## src/rtl/wwdt_pkg.sv

```systemverilog
// Package: register map, fields, reset values and timing for the windowed watchdog
package wwdt_pkg;
  // Register byte offsets
  localparam logic [7:0] CTRL_OFS     = 8'h00;
  localparam logic [7:0] PERIOD_OFS   = 8'h04;
  localparam logic [7:0] CLEAR_OFS    = 8'h08;
  localparam logic [7:0] RCAUSE_OFS   = 8'h0C;
  localparam logic [7:0] STATUS_OFS   = 8'h10;
  localparam logic [7:0] MASK_OFS     = 8'h14;
  localparam logic [7:0] COUNT_OFS    = 8'h18;
  // Control fields
  localparam int CTRL_SW_EN_BIT  = 0;
  localparam int CTRL_WIN_BIT    = 1;
  localparam int CTRL_CLKSEL_BIT = 2;
  localparam int CTRL_WINSEL_LSB = 4;
  localparam int WINSEL_W        = 2;
  // Period fields: run postscaler low, sleep postscaler high
  localparam int PS_W            = 5;
  localparam int PERIOD_RUN_LSB  = 0;
  localparam int PERIOD_SLP_LSB  = 8;
  // Clear key written to the clear register
  localparam logic [15:0] CLEAR_KEY = 16'h5743;
  // Reset-cause, status and mask fields
  localparam int RCAUSE_WDT_BIT  = 0;
  localparam int EV_EXPIRE_BIT   = 0;
  localparam int EV_EARLY_BIT    = 1;
  localparam int EV_WAKE_BIT     = 2;
  localparam int EV_W            = 3;
  // Reset values
  localparam logic [7:0]        CTRL_RST   = 8'h00;
  localparam logic [PS_W-1:0]   PS_RUN_RST = 5'h0A;
  localparam logic [PS_W-1:0]   PS_SLP_RST = 5'h0A;
  localparam logic [EV_W-1:0]   MASK_RST   = 3'h0;
  // Counter width: postscaler up to 2^31 ticks
  localparam int CNT_W = 32;
  // Device reset pulse length in cycles
  localparam int RST_PULSE_NS  = 100;
  localparam int CLK_PERIOD_NS = 25;
  localparam int RST_PULSE_CYC = (RST_PULSE_NS + CLK_PERIOD_NS - 1) / CLK_PERIOD_NS;
  // Main states
  typedef enum logic [2:0] {
    ST_RUN   = 3'b001,
    ST_FIRE  = 3'b010,
    ST_HOLD  = 3'b100
  } wwdt_state_t;
endpackage

```

## src/rtl/wwdt_top.sv

```systemverilog
// Windowed watchdog with AHB-Lite registers, wake and device reset
//
// Notes on behaviour
// - Counter advances only when enabled by config strap or software bit.
// - In run mode the tick is the low-power RC clock or user clock.
// - In sleep or idle the tick is always the low-power RC clock.
// - Counter reaching the period end in run mode issues a device reset.
// - Windowed or non-windowed mode chosen by configuration.
// - A selectable postscaler sets the period length.
// - Separate postscalers apply in run and in sleep or idle.
// - Expiry in sleep or idle wakes the device.
// - A watchdog reset sets the watchdog_reset_flag in reset_cause_register.
// - A system clock switch does not clear the counter.
//
// The AHB-Lite register port and the register addresses were chosen for this implementation.
module wwdt_top
  import wwdt_pkg::*;
(
  // Clock and reset
  input  wire logic        I_REF_CLK,
  input  wire logic        I_RST_N,
  // AHB-Lite slave
  input  wire logic        I_HSEL,
  input  wire logic [31:0] I_HADDR,
  input  wire logic [1:0]  I_HTRANS,
  input  wire logic        I_HWRITE,
  input  wire logic [2:0]  I_HSIZE,
  input  wire logic [31:0] I_HWDATA,
  input  wire logic        I_HREADY,
  output logic [31:0]      O_HRDATA,
  output logic             O_HREADYOUT,
  output logic             O_HRESP,
  // Watchdog clock sources, configuration and power state
  input  wire logic        I_LOW_POWER_RC_CLOCK_CLK,
  input  wire logic        I_USER_CLK,
  input  wire logic        I_CFG_EN,
  input  wire logic        I_CFG_WIN,
  input  wire logic        I_SLEEP,
  input  wire logic        I_CLK_SWITCH,
  // Device outputs
  output logic             O_DEV_RESET,
  output logic             O_WAKE,
  output logic             O_IRQ
);
  logic low_power_rc_clock_tick;
  logic user_tick;

  // Both sources synchronised; each is a foreign clock
  wwdt_tick_sync u_low_power_rc_clock (
    .i_clk   (I_REF_CLK),
    .i_rst_n (I_RST_N),
    .i_src   (I_LOW_POWER_RC_CLOCK_CLK),
    .o_tick  (low_power_rc_clock_tick)
  );
  wwdt_tick_sync u_user (
    .i_clk   (I_REF_CLK),
    .i_rst_n (I_RST_N),
    .i_src   (I_USER_CLK),
    .o_tick  (user_tick)
  );

  // Pin synchronisers for config and power inputs
  logic [2:0] pin_meta_r;
  logic [2:0] pin_sync_r;
  always_ff @(posedge I_REF_CLK) begin
    if (!I_RST_N) begin
      pin_meta_r <= 3'h0;
      pin_sync_r <= 3'h0;
    end else begin
      pin_meta_r <= {I_SLEEP, I_CFG_WIN, I_CFG_EN};
      pin_sync_r <= pin_meta_r;
    end
  end
  logic cfg_en;
  logic cfg_win;
  logic sleep;
  assign cfg_en  = pin_sync_r[0];
  assign cfg_win = pin_sync_r[1];
  assign sleep   = pin_sync_r[2];

  function automatic logic [CNT_W-1:0] ps_limit(input logic [PS_W-1:0] ps);
    ps_limit = CNT_W'(1) << ps;
  endfunction

  // Bus address phase capture
  logic        ap_wr_r;
  logic        ap_rd_r;
  logic [7:0]  ap_addr_r;
  logic        ap_wr_nxt;
  logic        ap_rd_nxt;
  logic [7:0]  ap_addr_nxt;
  logic        ap_valid;
  assign ap_valid = I_HSEL & I_HREADY & I_HTRANS[1];

  always_comb begin
    ap_wr_nxt   = ap_valid & I_HWRITE;
    ap_rd_nxt   = ap_valid & ~I_HWRITE;
    ap_addr_nxt = ap_valid ? I_HADDR[7:0] : ap_addr_r;
  end

  // Register state
  logic [7:0]      ctrl_r,   ctrl_nxt;
  logic [PS_W-1:0] ps_run_r, ps_run_nxt;
  logic [PS_W-1:0] ps_slp_r, ps_slp_nxt;
  logic [EV_W-1:0] stat_r,   stat_nxt;
  logic [EV_W-1:0] mask_r,   mask_nxt;
  logic            rflag_r,  rflag_nxt;
  logic [31:0]     rdata_r,  rdata_nxt;
  logic            irq_r,    irq_nxt;
  logic [CNT_W-1:0] cnt_r,   cnt_nxt;
  logic [7:0]      pulse_r,  pulse_nxt;
  logic            dev_rst_r, dev_rst_nxt;
  logic            wake_r,   wake_nxt;
  wwdt_state_t     st_r,     st_nxt;

  logic            wd_en;
  logic            win_mode;
  logic            tick;
  logic [CNT_W-1:0] limit;
  logic [CNT_W-1:0] win_open;
  logic            clr_cmd;
  logic            early;
  logic            expire;
  logic [EV_W-1:0] ev;

  assign wd_en    = cfg_en | ctrl_r[CTRL_SW_EN_BIT];
  assign win_mode = cfg_win | ctrl_r[CTRL_WIN_BIT];
  // Sleep forces the RC tick regardless of run selection
  assign tick = sleep ? low_power_rc_clock_tick
              : (ctrl_r[CTRL_CLKSEL_BIT] ? user_tick : low_power_rc_clock_tick);
  assign limit = ps_limit(sleep ? ps_slp_r : ps_run_r);
  // Window opens after 1/2,3/4,7/8 or 15/16 of the period per selector
  // Widened first so selector 3 gives a shift of 4, not a wrapped 0
  assign win_open = limit - (limit >> (3'(ctrl_r[CTRL_WINSEL_LSB +: WINSEL_W]) + 3'd1));
  assign clr_cmd  = ap_wr_r & (ap_addr_r == CLEAR_OFS) & (I_HWDATA[15:0] == CLEAR_KEY);
  assign early    = clr_cmd & wd_en & win_mode & (cnt_r < win_open) & (st_r == ST_RUN);
  assign expire   = wd_en & tick & (cnt_r >= limit - 1'b1) & (st_r == ST_RUN);
  assign ev       = {expire & sleep, early, expire};

  // Register and bus logic
  always_comb begin
    ctrl_nxt   = ctrl_r;
    ps_run_nxt = ps_run_r;
    ps_slp_nxt = ps_slp_r;
    mask_nxt   = mask_r;
    stat_nxt   = stat_r;
    rflag_nxt  = rflag_r;
    rdata_nxt  = 32'h0000_0000;
    if (ap_wr_r) begin
      unique case (ap_addr_r)
        CTRL_OFS: ctrl_nxt = I_HWDATA[7:0];
        PERIOD_OFS: begin
          ps_run_nxt = I_HWDATA[PERIOD_RUN_LSB +: PS_W];
          ps_slp_nxt = I_HWDATA[PERIOD_SLP_LSB +: PS_W];
        end
        MASK_OFS:   mask_nxt  = I_HWDATA[EV_W-1:0];
        RCAUSE_OFS: rflag_nxt = rflag_r & ~I_HWDATA[RCAUSE_WDT_BIT];
        default: ;
      endcase
    end
    if (ap_valid & ~I_HWRITE) begin
      unique case (I_HADDR[7:0])
        CTRL_OFS:   rdata_nxt = {24'h0, ctrl_r};
        PERIOD_OFS: rdata_nxt = {19'h0, ps_slp_r, 3'h0, ps_run_r};
        RCAUSE_OFS: rdata_nxt = {31'h0, rflag_r};
        STATUS_OFS: rdata_nxt = {29'h0, stat_r};
        MASK_OFS:   rdata_nxt = {29'h0, mask_r};
        COUNT_OFS:  rdata_nxt = cnt_r;
        default:    rdata_nxt = 32'h0000_0000;
      endcase
    end
    // Read clears status; a new event wins over the clear
    if (ap_rd_r & (ap_addr_r == STATUS_OFS)) begin
      stat_nxt = '0;
    end
    stat_nxt = stat_nxt | ev;
    if (st_r == ST_FIRE) begin
      rflag_nxt = 1'b1;
    end
    irq_nxt = |(stat_nxt & mask_r);
  end

  // Counter and reset sequencing
  always_comb begin
    st_nxt      = st_r;
    cnt_nxt     = cnt_r;
    pulse_nxt   = pulse_r;
    dev_rst_nxt = 1'b0;
    wake_nxt    = 1'b0;
    unique case (st_r)
      ST_RUN: begin
        // Clock switch input is deliberately ignored here
        if (!wd_en || clr_cmd) begin
          cnt_nxt = '0;
        end else if (tick) begin
          cnt_nxt = cnt_r + 1'b1;
        end
        if (early || (expire && !sleep)) begin
          st_nxt    = ST_FIRE;
          pulse_nxt = 8'(RST_PULSE_CYC);
        end else if (expire && sleep) begin
          wake_nxt = 1'b1;
          cnt_nxt  = '0;
        end
      end
      ST_FIRE: begin
        dev_rst_nxt = 1'b1;
        cnt_nxt     = '0;
        pulse_nxt   = pulse_r - 8'h01;
        if (pulse_r == 8'h01) begin
          st_nxt = ST_HOLD;
        end
      end
      ST_HOLD: begin
        st_nxt = ST_RUN;
      end
      default: st_nxt = ST_RUN;
    endcase
  end

  always_ff @(posedge I_REF_CLK) begin
    if (!I_RST_N) begin
      ap_wr_r   <= 1'b0;
      ap_rd_r   <= 1'b0;
      ap_addr_r <= 8'h00;
      ctrl_r    <= CTRL_RST;
      ps_run_r  <= PS_RUN_RST;
      ps_slp_r  <= PS_SLP_RST;
      stat_r    <= '0;
      mask_r    <= MASK_RST;
      rflag_r   <= 1'b0;
      rdata_r   <= 32'h0000_0000;
      irq_r     <= 1'b0;
      cnt_r     <= '0;
      pulse_r   <= 8'h00;
      dev_rst_r <= 1'b0;
      wake_r    <= 1'b0;
      st_r      <= ST_RUN;
    end else begin
      ap_wr_r   <= ap_wr_nxt;
      ap_rd_r   <= ap_rd_nxt;
      ap_addr_r <= ap_addr_nxt;
      ctrl_r    <= ctrl_nxt;
      ps_run_r  <= ps_run_nxt;
      ps_slp_r  <= ps_slp_nxt;
      stat_r    <= stat_nxt;
      mask_r    <= mask_nxt;
      rflag_r   <= rflag_nxt;
      rdata_r   <= rdata_nxt;
      irq_r     <= irq_nxt;
      cnt_r     <= cnt_nxt;
      pulse_r   <= pulse_nxt;
      dev_rst_r <= dev_rst_nxt;
      wake_r    <= wake_nxt;
      st_r      <= st_nxt;
    end
  end

  assign O_HRDATA    = rdata_r;
  assign O_HREADYOUT = 1'b1;
  assign O_HRESP     = 1'b0;
  assign O_DEV_RESET = dev_rst_r;
  assign O_WAKE      = wake_r;
  assign O_IRQ       = irq_r;
endmodule

```

## src/rtl/wwdt_tick_sync.sv

```systemverilog
// Two-flop synchroniser and rising-edge detector for a watchdog clock source
module wwdt_tick_sync
  import wwdt_pkg::*;
(
  // Clock and reset
  input  wire logic i_clk,
  input  wire logic i_rst_n,
  // Asynchronous clock source and its edge pulse
  input  wire logic i_src,
  output logic      o_tick
);
  logic meta_r;
  logic sync_r;
  logic last_r;
  logic meta_nxt;
  logic sync_nxt;
  logic last_nxt;
  logic tick_nxt;
  logic tick_r;

  always_comb begin
    meta_nxt = i_src;
    sync_nxt = meta_r;
    last_nxt = sync_r;
    tick_nxt = sync_r & ~last_r;
  end

  always_ff @(posedge i_clk) begin
    if (!i_rst_n) begin
      meta_r <= 1'b0;
      sync_r <= 1'b0;
      last_r <= 1'b0;
      tick_r <= 1'b0;
    end else begin
      meta_r <= meta_nxt;
      sync_r <= sync_nxt;
      last_r <= last_nxt;
      tick_r <= tick_nxt;
    end
  end

  assign o_tick = tick_r;
endmodule

```

## config.mk

```make
export PLATFORM = sky130hd
export DESIGN_NAME = wwdt_top
export DESIGN_NICKNAME = d
export VERILOG_FILES = /design/src/rtl/wwdt_pkg.sv /design/src/rtl/wwdt_top.sv /design/src/rtl/wwdt_tick_sync.sv
export SDC_FILE = /design/constraint.sdc
export NUM_CORES = 1
export LEC_CHECK = 0
export ABC_AREA = 1
export BUFFER_PORTS_ARGS = -buffer_cell sky130_fd_sc_hd__buf_4
export CORE_ASPECT_RATIO = 1.75
export CORE_MARGIN = 4
export CORE_UTILIZATION = 35
export DETAILED_ROUTE_END_ITERATION = 8
export PLACE_DENSITY_LB_ADDON = 0.15
export SKIP_CTS_REPAIR_TIMING = 1
export SLEW_MARGIN = 25
export SYNTH_ARGS = -nofsm -noshare
export SYNTH_HDL_FRONTEND = slang
export SYNTH_SLANG_ARGS = --single-unit
```

## constraint.sdc

```tcl
create_clock -name I_REF_CLK -period 7.2 [get_ports I_REF_CLK]
set_clock_uncertainty 0.1 [all_clocks]
set_input_delay 1.08 -clock I_REF_CLK [delete_from_list [all_inputs] [get_ports I_REF_CLK]]
set_output_delay 1.08 -clock I_REF_CLK [all_outputs]
set_load 0.01 [all_outputs]
```

==> impl_metrics.yaml <==
outcome:
  outcome: "completed"
global_routing:
  grt_first_pass_wirelength_mm: 56.7
  grt_pass1_vias: 11249
  grt_max_degree: 49
  antenna_found_initial: 0
  grt_use_total_pct: 21.2
  grt_overflow: 0
finish:
  layout-drive-gt1-share_pct: 8.55
  final_common_cell: "nand2_1"
  most-common-layout-cells: "459 x nand2_1, 194 x inv_1, 154 x nor2_1, 146 x a21oi_1, 127 x dfxtp_1"
  seq_area_um2: 2540
  nFillCells: 3252
  multi_input_area_um2: 7190
  final_nets: 1945
  antenna_cells: 0
  areaGrowthSynthToFinish_pct: 14.3
logic_synthesis:
  synth-main-ff-cell: "dfxtp_1"
  muxShareOfSynthArea_pct: 0.465
  ys_async_sr_fraction_pct: 0
  synthTopCellsByArea: "dfxtp_1 24%, nand2_1 16%, ha_1 11%"
  synth_top_area_share_pct: 23.6
  ys_ff_latch: 127
  ys.warnings.count: 0
  synth_top_family_by_area: "simple AND/OR/NAND/NOR gates"
  synth-xor-area-share_pct: 4.64
  synthSimpleGateAreaFrac_pct: 34.0
  synth_largest_area_cell: "dfxtp_1"
  synth-compound-area-share_pct: 16.0
  syn_area_um2: 10800
  netlist_instances: 1717
  syn_avg_cell_area_um2: 6.27
  synth_seq_area_share_pct: 23.6
  ys_types: 49
  synth_edf_count: 0
  synth_fa_ha_area_share_pct: 11.6
power_and_ir_drop:
  intPower_mw: 1.44
  p_switching_uw: 557
  combinationalPowerShare_pct: 15.7
  p_sw_share_pct: 28.0
  pwr-share-seq_pct: 35.9
  clkPwrFrac_pct: 48.3
  irDropWorstVdd_mv: 0.220
  leakage_nw: 5.85
  power.density_nw_per_um2: 162
setup_path:
  crit_path_end_kind: "flop"
  worst_r2r_path_depth: 29
  path_max_fanout: 13
  cp_common_cell: "nand2_1"
  critPathKind: "reg2reg"
  ff2ff_setup_slack_ns: 1.09
  rr_endpoint: "st_r[2]$_SDFFE_PN0P_"
  worstPathRequired_ns: 7.46
  reg2reg_from: "pin_sync_r[2]$_SDFF_PN0_"
  slowest_stage: "dfxtp_1"
  cp-start-kind: "flop"
  critPathMaxStageDelay_ns: 0.67
  cp.arrival_ns: 6.37
timing:
  period_share_pct: 84.8
  tightest_slew_ns: 1.00
  setup_viol: 0
  slew_viol_final: 0
  grt_setup_unrepaired: "no"
  worst_slack_ns: 1.09
  fmax_mhz: 164
  finalCriticalPeriod_ns: 6.11
  fin_tns_setup_ns: 0
  hold_viol_final: 0
  relSlewSlack_pct: 32.5
  worst_hold_slack_ns: 0.284
route:
  drtIter0Drc: 558
  viasPerCell: 5.19
  vias: 11245
  wirelength_mm: 36.1
  drc_errors: 0
  antenna_left: 0
  detail_route.wl_per_cell_um: 16.7
  firstDrtPassIters: 5
floorplan:
  dieArea_um2: 33800
  dieWidth_um: 141
  core_area_um2: 30200
  die_y_um: 240
  rows: 84
  start_util_pct: 35.7
  pin_count: 117
clock_tree:
  clkTransAtPathRegs_ns: 0.06
  cts_buffers: 17
  clk_latency_ns: 0.43
  clock_path_buffers: 2
  cts_tree: "done"
  cts_max_level: 4
  root_buffer: "clkbuf_16"
  cts_sinks: 127
run:
  cap_violations: 0
place:
  routabilityCongestion: 0.969
  post-place-ws_ns: 1.05
  dp_hpwl_mm: 29.0
  port_buffers: 69
worst_hold_path:
  hold_depth: 1
  min_path_type: "reg2reg"
  min_to: "u_low_power_rc_clock.o_tick$_SDFF_PN0_"
  min_from: "u_low_power_rc_clock.last_r$_SDFF_PN0_"
[flip-flops by register name, indices dropped and copies added (netlist names), 3 cells and up]
signal,cells
ctrl_r,8
pulse_r,8
stat_r,3
pin_sync_r,3
st_r,3
mask_r,3
ap_addr_r,8
pin_meta_r,3
ps_run_r,5
cnt_r,32
ps_slp_r,5
O_HRDATA,32
[layer usage]
layer / global-route usage [%] / wire, um / share of wire [%] / up-vias
met1: 20.7 / 13100 / 36 / 5109
met4: 11.4 / 1970 / 5.4 / 0
met3: 2.25 / 953 / 2.6 / 106
li1: - / - / - / 5782
met2: 42.4 / 20100 / 56 / 248
met5: 0 / 0 / 0 / -
[synthesized netlist by cell type (all sizes together), types with 2 or more instances]
master,instances
nand2,464
inv,197
nor2,159
a21oi,146
dfxtp,127
o21ai,120
ha,98
nand3,90
nor3,67
nand4,55
clkbuf,47
xor2,44
buf,15
xnor2,13
a31oi,10
o211ai,7
o21bai,7
a21o,6
o21a,6
mux2i,5
nor4,5
o22ai,5
clkinv,4
a221oi,3
nand3b,3
o31ai,3
and3,2
conb,2
or2,2
[how the worst max path moves through the flow]
stage                                  start                      end  slack (ns)  cells past startpoint
floorplan           pin_sync_r[2]$_SDFF_PN0_  pulse_r[2]$_SDFFE_PN0P_        2.53                     29
global placement    pin_sync_r[2]$_SDFF_PN0_     st_r[2]$_SDFFE_PN0P_        1.02                     29
detailed placement  pin_sync_r[2]$_SDFF_PN0_  pulse_r[0]$_SDFFE_PN0P_        1.05                     25
CTS                 pin_sync_r[2]$_SDFF_PN0_  pulse_r[0]$_SDFFE_PN0P_        1.02                     25
global route        pin_sync_r[2]$_SDFF_PN0_     st_r[2]$_SDFFE_PN0P_        0.55                     31
finish              pin_sync_r[2]$_SDFF_PN0_     st_r[2]$_SDFFE_PN0P_        1.09                     29
[stage by stage]
step	utilization, %	instance area (um^2)	instances	power, mW
6_report	40.8	12300	2165	1.99
2_1_floorplan	-	10800	1718	0.943
3_3_place_gp	38.6	11700	2134	1.04
5_1_grt	40.8	12300	2165	2.08
3_5_place_dp	38.6	11700	2134	1.04
4_1_cts	40.8	12300	2165	2.01
[worst max-delay path, delay by kind of cell, from the launching register on]
| kind | cells | cell delay (ns) |
|---|---|---|
| AO/OA/AOI/OAI | 11 | 2.50 |
| adder cells (fa/ha/maj) | 2 | 0.64 |
| buffers and inverters | 2 | 0.34 |
| flip-flops | 1 | 0.67 |
| AND/OR/NAND/NOR | 14 | 1.75 |
[power by group through the flow]
stage	combinational [mW]	clock (mW)	sequential, mW
2_1_floorplan	0.214	0	0.729
3_3_place_gp	0.310	0	0.731
3_5_place_dp	0.313	0	0.731
4_1_cts	0.314	0.983	0.716
5_1_grt	0.353	1.01	0.716
6_report	0.314	0.962	0.716
[cell families after synthesis]
| family | count (synthesis) |
|---|---|
| XOR/XNOR | 57 |
| flip-flops | 127 |
| adder cells (fa/ha/maj) | 99 |
| buffers and inverters | 263 |
| other | 2 |
| AO/OA/AOI/OAI | 316 |
| multiplexers | 5 |
| AND/OR/NAND/NOR | 848 |
[final cells by class]
type                            instances  area share [%]
Multi-Input combinational cell       1328            58.4
Sequential cell                       127            20.6
Inverter                              201            6.15
Timing Repair Buffer                   91            5.55
Tap cell                              387            3.93
Clock buffer                           17            3.45
Clock inverter                         14            1.87
No activity file was read; power rests on OpenSTA's default activity.
